$ cat src/rtl/cvc_params.svh
// Register indexes, field positions and reset values of the comparator and reference-ladder control block.
// Included by the package and by the block itself; holds definitions only.
`ifndef CVC_PARAMS_SVH
`define CVC_PARAMS_SVH

// Register indexes on the plain register port
`define CVC_IDX_CMP1   4'h0
`define CVC_IDX_CMP2   4'h1
`define CVC_IDX_CMP3   4'h2
`define CVC_IDX_FLAGS  4'h3
`define CVC_IDX_ENAB   4'h4
`define CVC_IDX_PRIO   4'h5
`define CVC_IDX_STAT   4'h6
`define CVC_IDX_LADDER 4'h7

// Comparator control fields
`define CVC_F_ON     7
`define CVC_F_OE     6
`define CVC_F_POL    5
`define CVC_F_EV_HI  4
`define CVC_F_EV_LO  3
`define CVC_F_REF    2
`define CVC_F_CH_HI  1
`define CVC_F_CH_LO  0

// Ladder control fields
`define CVC_L_PWR    7
`define CVC_L_OE     6
`define CVC_L_SS     5
`define CVC_L_LVL_HI 4
`define CVC_L_LVL_LO 0

// Status field: comparator outputs occupy bits 7:5
`define CVC_S_LO     5
`define CVC_S_HI     7

// Reset values
`define CVC_CTL_RST    8'h00
`define CVC_LADDER_RST 8'h00
`define CVC_BITS_RST   3'h0

`endif

$ cat src/rtl/cvc_pkg.sv
// Types of the comparator and reference-ladder control block.
// Assumes cvc_params.svh is on the include path.
`include "cvc_params.svh"

package cvc_pkg;

  // Edge event selection codes
  typedef enum logic [1:0] {
    CVC_EV_NONE = 2'h0,
    CVC_EV_RISE = 2'h1,
    CVC_EV_FALL = 2'h2,
    CVC_EV_ANY  = 2'h3
  } cvc_evsel_t;

  // Whole state of the block
  typedef struct packed {
    logic [2:0][7:0] ctl;   // Per-comparator control
    logic [2:0]      flag;  // Event flags
    logic [2:0]      en;    // Event enables
    logic [2:0]      prio;  // Event priorities
    logic [7:0]      vref;  // Ladder control
    logic [2:0]      outv;  // Comparator outputs after inversion
    logic [7:0]      rdata; // Read answer
    logic            wake;  // Wake request
    logic            irqh;  // High priority request
    logic            irql;  // Low priority request
  } cvc_state_t;

endpackage

$ cat src/rtl/cvc_top.sv
// Control logic for three comparators and a 32-level reference ladder.
// Assumes synchronous comparator inputs and one register access per cycle.
`timescale 1ns/1ps
`default_nettype none
`include "cvc_params.svh"

module cvc_top
  import cvc_pkg::*;
(
  // Clock and reset
  input  wire logic       i_mclk,
  input  wire logic       i_rstn,
  // Register port
  input  wire logic [3:0] i_addr,
  input  wire logic [7:0] i_wdata,
  input  wire logic       i_wr,
  input  wire logic       i_rd,
  output logic      [7:0] o_rdata,
  // Analog comparator raw outputs
  input  wire logic [2:0] i_cmp_raw,
  // Comparator controls toward the analog side, and the registered comparator outputs
  output logic      [2:0] o_comparator_on,
  output logic      [2:0] o_comparator_pin_drive_enable,
  output logic      [2:0] o_plus_input_ref_select,
  output logic      [5:0] o_minus_input_channel,
  output logic      [2:0] o_cmp_out,
  // Ladder controls toward the analog side
  output logic            o_ladder_power_on,
  output logic            o_ladder_pin_output_enable,
  output logic            o_ladder_source_select,
  output logic      [4:0] o_ladder_level_code,
  // Requests toward the interrupt controller and power manager
  output logic            o_wake_req,
  output logic            o_irq_high,
  output logic            o_irq_low
);

  cvc_state_t q;
  cvc_state_t d;

  logic [2:0] cur;
  logic [2:0] evt;

  // Per-comparator output and edge event; an off comparator reads low
  genvar gi;
  generate
    for (gi = 0; gi < 3; gi++)
    begin : g_cmp
      cvc_evsel_t sel;
      assign sel     = cvc_evsel_t'(q.ctl[gi][`CVC_F_EV_HI:`CVC_F_EV_LO]);
      assign cur[gi] = q.ctl[gi][`CVC_F_ON] & (i_cmp_raw[gi] ^ q.ctl[gi][`CVC_F_POL]);
      // Edges are taken against the last registered output, so no clock-gating depends on sleep
      always_comb
      begin
        case (sel)
          CVC_EV_RISE: evt[gi] = cur[gi] & ~q.outv[gi];
          CVC_EV_FALL: evt[gi] = ~cur[gi] & q.outv[gi];
          CVC_EV_ANY:  evt[gi] = cur[gi] ^ q.outv[gi];
          default:     evt[gi] = 1'b0;
        endcase
      end
    end
  endgenerate

  // Next state: register writes, sticky flags, read answer and requests
  always_comb
  begin
    d = q;
    d.outv = cur;
    // Sleep is not an input here: nothing is altered by entering or leaving it
    if (i_wr)
    begin
      case (i_addr)
        `CVC_IDX_CMP1:   d.ctl[0] = i_wdata;
        `CVC_IDX_CMP2:   d.ctl[1] = i_wdata;
        `CVC_IDX_CMP3:   d.ctl[2] = i_wdata;
        `CVC_IDX_FLAGS:  d.flag   = i_wdata[2:0];
        `CVC_IDX_ENAB:   d.en     = i_wdata[2:0];
        `CVC_IDX_PRIO:   d.prio   = i_wdata[2:0];
        `CVC_IDX_LADDER: d.vref   = i_wdata;
        default:         d.flag   = d.flag;
      endcase
    end
    // A hardware event wins over a clear written in the same cycle
    d.flag = d.flag | evt;
    d.rdata = 8'h00;
    if (i_rd)
    begin
      case (i_addr)
        `CVC_IDX_CMP1:   d.rdata = q.ctl[0];
        `CVC_IDX_CMP2:   d.rdata = q.ctl[1];
        `CVC_IDX_CMP3:   d.rdata = q.ctl[2];
        `CVC_IDX_FLAGS:  d.rdata = {5'h00, q.flag};
        `CVC_IDX_ENAB:   d.rdata = {5'h00, q.en};
        `CVC_IDX_PRIO:   d.rdata = {5'h00, q.prio};
        `CVC_IDX_STAT:   d.rdata = {q.outv, 5'h00};
        `CVC_IDX_LADDER: d.rdata = q.vref;
        default:         d.rdata = 8'h00;
      endcase
    end
    // Wake needs no global enable; priority split feeds the interrupt controller
    d.wake = |(d.flag & d.en);
    d.irqh = |(d.flag & d.en & d.prio);
    d.irql = |(d.flag & d.en & ~d.prio);
  end

  // State register; reset turns every comparator and the ladder off
  always_ff @(posedge i_mclk or negedge i_rstn)
  begin
    if (!i_rstn)
    begin
      q.ctl   <= {3{`CVC_CTL_RST}};
      q.flag  <= `CVC_BITS_RST;
      q.en    <= `CVC_BITS_RST;
      q.prio  <= `CVC_BITS_RST;
      q.vref  <= `CVC_LADDER_RST;
      q.outv  <= `CVC_BITS_RST;
      q.rdata <= 8'h00;
      q.wake  <= 1'b0;
      q.irqh  <= 1'b0;
      q.irql  <= 1'b0;
    end
    else
    begin
      q <= d;
    end
  end

  // Outputs straight from the state flops
  generate
    for (gi = 0; gi < 3; gi++)
    begin : g_out
      assign o_comparator_on[gi]               = q.ctl[gi][`CVC_F_ON];
      assign o_comparator_pin_drive_enable[gi] = q.ctl[gi][`CVC_F_OE];
      assign o_plus_input_ref_select[gi]       = q.ctl[gi][`CVC_F_REF];
      assign o_minus_input_channel[2*gi+1 -: 2] = q.ctl[gi][`CVC_F_CH_HI:`CVC_F_CH_LO];
    end
  endgenerate

  // Ladder controls act whatever the comparators do
  assign o_ladder_power_on          = q.vref[`CVC_L_PWR];
  assign o_ladder_pin_output_enable = q.vref[`CVC_L_OE];
  assign o_ladder_source_select     = q.vref[`CVC_L_SS];
  assign o_ladder_level_code        = q.vref[`CVC_L_LVL_HI:`CVC_L_LVL_LO];
  assign o_cmp_out                  = q.outv;
  assign o_rdata                    = q.rdata;
  assign o_wake_req                 = q.wake;
  assign o_irq_high                 = q.irqh;
  assign o_irq_low                  = q.irql;

  // Checks

  property p_rise_sets;
    @(posedge i_mclk) disable iff (!i_rstn)
    (q.ctl[0][`CVC_F_EV_HI:`CVC_F_EV_LO] == CVC_EV_RISE && cur[0] && !q.outv[0]) |=> q.flag[0];
  endproperty
  a_rise_sets: assert property (p_rise_sets) else $error("rising edge did not set flag");

  property p_none_quiet;
    @(posedge i_mclk) disable iff (!i_rstn)
    (q.ctl[0][`CVC_F_EV_HI:`CVC_F_EV_LO] == CVC_EV_NONE && !q.flag[0]
     && !(i_wr && i_addr == `CVC_IDX_FLAGS)) |=> !q.flag[0];
  endproperty
  a_none_quiet: assert property (p_none_quiet) else $error("flag set with events off");

  property p_sticky;
    @(posedge i_mclk) disable iff (!i_rstn)
    (q.flag[1] && !(i_wr && i_addr == `CVC_IDX_FLAGS)) |=> q.flag[1];
  endproperty
  a_sticky: assert property (p_sticky) else $error("flag dropped without a clear");

  property p_sw_set;
    @(posedge i_mclk) disable iff (!i_rstn)
    (i_wr && i_addr == `CVC_IDX_FLAGS && i_wdata[2]) |=> q.flag[2];
  endproperty
  a_sw_set: assert property (p_sw_set) else $error("software set of flag lost");

  property p_wake;
    @(posedge i_mclk) disable iff (!i_rstn)
    o_wake_req == |(q.flag & q.en);
  endproperty
  a_wake: assert property (p_wake) else $error("wake request mismatch");

  property p_status;
    @(posedge i_mclk) disable iff (!i_rstn)
    (i_rd && i_addr == `CVC_IDX_STAT) |=> o_rdata[`CVC_S_HI:`CVC_S_LO] == $past(q.outv) && o_rdata[4:0] == 5'h00;
  endproperty
  a_status: assert property (p_status) else $error("status read wrong");

  property p_ladder_hold;
    @(posedge i_mclk) disable iff (!i_rstn)
    !(i_wr && i_addr == `CVC_IDX_LADDER) |=> $stable(q.vref);
  endproperty
  a_ladder_hold: assert property (p_ladder_hold) else $error("ladder control changed unbidden");

  property p_ladder_write;
    @(posedge i_mclk) disable iff (!i_rstn)
    (i_wr && i_addr == `CVC_IDX_LADDER) |=> o_ladder_power_on == $past(i_wdata[7])
      && o_ladder_pin_output_enable == $past(i_wdata[6]) && o_ladder_source_select == $past(i_wdata[5])
      && o_ladder_level_code == $past(i_wdata[4:0]);
  endproperty
  a_ladder_write: assert property (p_ladder_write) else $error("ladder write not applied");

  property p_ctl_hold;
    @(posedge i_mclk) disable iff (!i_rstn)
    !(i_wr && i_addr == `CVC_IDX_CMP1) |=> $stable(q.ctl[0]);
  endproperty
  a_ctl_hold: assert property (p_ctl_hold) else $error("comparator control changed unbidden");

  property p_reset_off;
    @(posedge i_mclk)
    !$past(i_rstn) |-> (o_comparator_on == 3'h0 && !o_ladder_power_on && !o_ladder_pin_output_enable);
  endproperty
  a_reset_off: assert property (p_reset_off) else $error("reset left a unit on");

  c_rise:  cover property (@(posedge i_mclk) disable iff (!i_rstn) evt[0] && q.outv[0] == 1'b0);
  c_any:   cover property (@(posedge i_mclk) disable iff (!i_rstn)
                           q.ctl[1][`CVC_F_EV_HI:`CVC_F_EV_LO] == CVC_EV_ANY && evt[1]);
  c_wake:  cover property (@(posedge i_mclk) disable iff (!i_rstn) $rose(o_wake_req));
  c_clash: cover property (@(posedge i_mclk) disable iff (!i_rstn)
                           i_wr && i_addr == `CVC_IDX_FLAGS && evt[0] && !i_wdata[0]);

endmodule
`default_nettype wire
$ cat config.mk
export PLATFORM = sky130hd
export DESIGN_NAME = cvc_top
export DESIGN_NICKNAME = d
export VERILOG_FILES = /design/src/rtl/cvc_pkg.sv /design/src/rtl/cvc_top.sv
export VERILOG_INCLUDE_DIRS = /design/src /design/src/rtl
export SDC_FILE = /design/constraint.sdc
export NUM_CORES = 1
export LEC_CHECK = 0
export ABC_CLOCK_PERIOD_IN_PS = 2200
export BUFFER_PORTS_ARGS = -buffer_cell sky130_fd_sc_hd__buf_2
export CAP_MARGIN = 25
export CORE_AREA = 4 4 83 162
export DETAILED_ROUTE_END_ITERATION = 16
export DIE_AREA = 0 0 87 166
export PLACE_DENSITY = 0.37
export SLEW_MARGIN = 20
export SYNTH_ARGS = -nofsm -noshare
export SYNTH_HDL_FRONTEND = slang
export SYNTH_SLANG_ARGS = --single-unit
$ cat constraint.sdc
create_clock -name i_mclk -period 2.2 [get_ports i_mclk]
set_clock_uncertainty 0.05 [all_clocks]
set_input_delay 0.66 -clock i_mclk [delete_from_list [all_inputs] [get_ports i_mclk]]
set_output_delay 0.66 -clock i_mclk [all_outputs]
set_load 0.05 [all_outputs]
==> summary.txt <==
register bit total from synthesis -> 55
Final Hold Fails -> 0
Sink Count -> 55
Peak Freq -> 485 MHz
most frequent cells in the layout -> dfrtp_1, buf_2, mux2_2
die height -> 166 µm
worst skew pair latency -> 0.29 ns
Total GRT Usage -> 12.4%
n_diodes -> 0
crit path capture type -> register
Synth warnings -> 0
fin nets -> 319
CP startpoint -> i_cmp_raw[1]
Post-synth ARST share -> 100%
Max VDD drop -> 515 µV
Placed Cells -> 434
die area -> 14,400 µm²
width of the die -> 87 µm
sw frac -> 39.5%
power share of the sequential group -> 39.1%
total grt overflow -> 0
Final min period -> 2.06 ns
total CTS buffers -> 5
Synth cell types -> 50
worst min path class -> input port to asynchronous set/reset pin
Post-Route Utilization -> 28.9%
static leakage -> 1.63 nW
register area share after synthesis -> 46.2%
status -> finished, final reports clean
Starting Density -> 24.4%
CTS root buffer -> clkbuf_16
RR Endpoint -> o_irq_low$_DFF_PN0_
vias in the first global route -> 2,200
CTS max path bufs -> 2
Mapped Area -> 2980 µm²
first-pass GRT wire length -> 13,200 µm
end of the critical path -> o_irq_low$_DFF_PN0_
unrepaired setup endpoints after global routing -> no
port bufs -> 55
Worst-path clk slew -> 0.07 ns
slowest CP cell -> ha_1
Mapped Cells -> 249
crit path cell chain -> buf_2 > xor2_1 > nand2_1 > inv_1 > ha_1 > nor2b_1 > o21ai_2 > buf_4 > o211ai_1 > o311ai_4 > o221ai_2
dominant synthesized flop cell -> dfrtp_1
total number of vias -> 1,973
initial antenna violation count -> 0
max-cap violation count -> 0
Final GP Congestion -> 0.762
reg2reg start -> q[44]$_DFFE_PN0P_
Worst Path Required -> 2.36 ns
critical path data arrival time -> 2.22 ns
area occupied by multi-input gates -> 1300 µm²
share of layout cells above drive strength 1 -> 49.7%
DRC viols -> 0
DRT Pass-1 Iters -> 4
slew margin rel. -> 57.1%
vias per std cell -> 4.47
flip-flop and latch area -> 1380 µm²
routed len/inst -> 19.0 µm
syn nets -> 274
Site Rows -> 57
worst slew pin tran -> 0.636 ns
P_int -> 2.21 mW
Clk pwr share -> 24.7%
Fillers -> 1,277
FF-to-FF setup slack -> 0.17 ns
fin crit share -> 93.7%
Mean Syn Cell Area -> 12.0 µm²
max incr delay on CP -> 0.27 ns
final std cells w/o fill -> 441
largest net degree at the start of global routing -> 56
CP Class -> input port to register
H-tree depth -> 2
Critical Path Start Type -> input port
combinational share of power -> 36.2%
Pins Over Slew Limit -> 0
I/O Pins -> 56
Area growth, synth to finish -> 18.5%
core area -> 12,200 µm²
detailed-route wire length -> 8400 µm
reg2reg path depth -> 10
initial DRC count -> 98
CTS tree -> built
Post-DRT Antenna Nets -> 0
Setup Viol. Count Final -> 0
PD cells -> 1030 nW/µm²
CP Max Fanout -> 3
EDFF count, synth -> 0
P_sw -> 1.44 mW
# hold bufs at CTS -> 0
detailed placement HPWL -> 6450 µm
==> stage by stage <==
stage          hold WS (ns)  setup TNS, ns  power [mW]  worst slack (ns)  instance area (µm²)
2_1_floorplan         0.314              0        2.49            0.0370                 2980
3_3_place_gp          0.463          -1.22        2.75            -0.401                 3330
3_5_place_dp          0.462          -1.23        2.76            -0.402                 3330
4_1_cts               0.324              0        3.68            0.0509                 3500
5_1_grt               0.327              0        3.84            0.0528                 3530
6_report              0.291              0        3.65             0.139                 3530
==> power by group through the flow <==
stage	Clock (mW)	Sequential, mW	Combinational [mW]
after floorplan	0	1.51	0.974
after global placement	0	1.45	1.29
after detailed placement	0	1.45	1.30
after CTS	0.928	1.43	1.31
after global routing	0.962	1.46	1.42
final	0.902	1.42	1.32
==> sequential cells by signal (all words and copies together), names as in the netlist, 5 cells and up <==
name and flops:
g_cmp.sel 6, q 12, o_ladder_level_code 5, o_minus_input_channel 6, o_rdata 8
==> critical path, delay by kind of cell <==
| family | cells | cell delay (ns) |
|---|---|---|
| XOR/XNOR | 1 | 0.13 |
| AO/OA/AOI/OAI | 4 | 0.58 |
| adder cells (fa/ha/maj) | 1 | 0.27 |
| AND/OR/NAND/NOR | 2 | 0.25 |
| buffers and inverters | 3 | 0.31 |
==> logic make-up (layout without fill, tap and decap cells) <==
group                    Yosys count  count (layout)  synth area share [%]
AND/OR/NAND/NOR                   55              55                  12.6
flip-flops                        55              55                  46.2
adder cells (fa/ha/maj)            6               6                  2.52
multiplexers                      47              47                  18.2
AO/OA/AOI/OAI                     34              34                  8.24
buffers and inverters             49              94                  11.3
XOR/XNOR                           3               3                 0.883
==> area by class of cell <==
class / count / share of cell area (%)
timing repair buffer: 78 / 13.4
inverter: 9 / 0.957
clock buffer: 6 / 3.65
tap: 147 / 5.21
clock inverter: 1 / 0.851
multi-input combinational: 145 / 36.9
sequential: 55 / 39.0
==> worst min path at each step <==
stage / start / to / slack [ns]
final: i_rstn / o_comparator_pin_drive_enable[1]$_DFFE_PN0P_ / 0.29
after global routing: i_rstn / o_comparator_pin_drive_enable[1]$_DFFE_PN0P_ / 0.33
after CTS: i_rstn / o_comparator_pin_drive_enable[1]$_DFFE_PN0P_ / 0.32
after floorplan: i_rstn / g_cmp[0].sel[0]$_DFFE_PN0P_ / 0.31
after detailed placement: q[26]$_DFF_PN0_ / q[26]$_DFF_PN0_ / 0.46
after global placement: q[26]$_DFF_PN0_ / q[26]$_DFF_PN0_ / 0.46
==> per-layer routing <==
metal	track usage (%)	up-vias	part of all wire, %
met5	0	-	0
met4	4.61	0	2.3
met3	1.64	10	2.4
met2	23.2	34	59
met1	13.5	992	36
li1	-	937	-
==> synthesized netlist by cell type (2+ instances only) <==
cell | instances | area [µm²]
o21ai_0 | 6 | 30.0
inv_1 | 9 | 33.8
mux2i_1 | 4 | 40.0
dfrtp_1 | 55 | 1380
a22o_1 | 3 | 26.3
nand2_1 | 10 | 37.5
buf_6 | 3 | 33.8
nand3_2 | 2 | 20.0
buf_4 | 34 | 255
nor2_1 | 8 | 30.0
nand3_1 | 2 | 10.0
nor3_4 | 2 | 32.5
a221oi_1 | 3 | 26.3
a21oi_1 | 5 | 25.0
ha_1 | 6 | 75.1
nor2b_1 | 9 | 56.3
mux2_4 | 2 | 30.0
xor2_1 | 3 | 26.3
a22oi_1 | 5 | 37.5
nor3_1 | 4 | 20.0
nand2b_1 | 2 | 12.5
a31oi_1 | 3 | 18.8
o221ai_1 | 2 | 17.5
nor2_2 | 2 | 12.5
mux2_2 | 40 | 450
==> repair_timing <==
action	4_1_cts	5_1_grt
setup endpoints to repair	3	3
resized for setup	2	5
pin swaps	1	3
buffers inserted	0	1
gates cloned	0	0
Note: power is estimated with default switching activity, not from simulation.
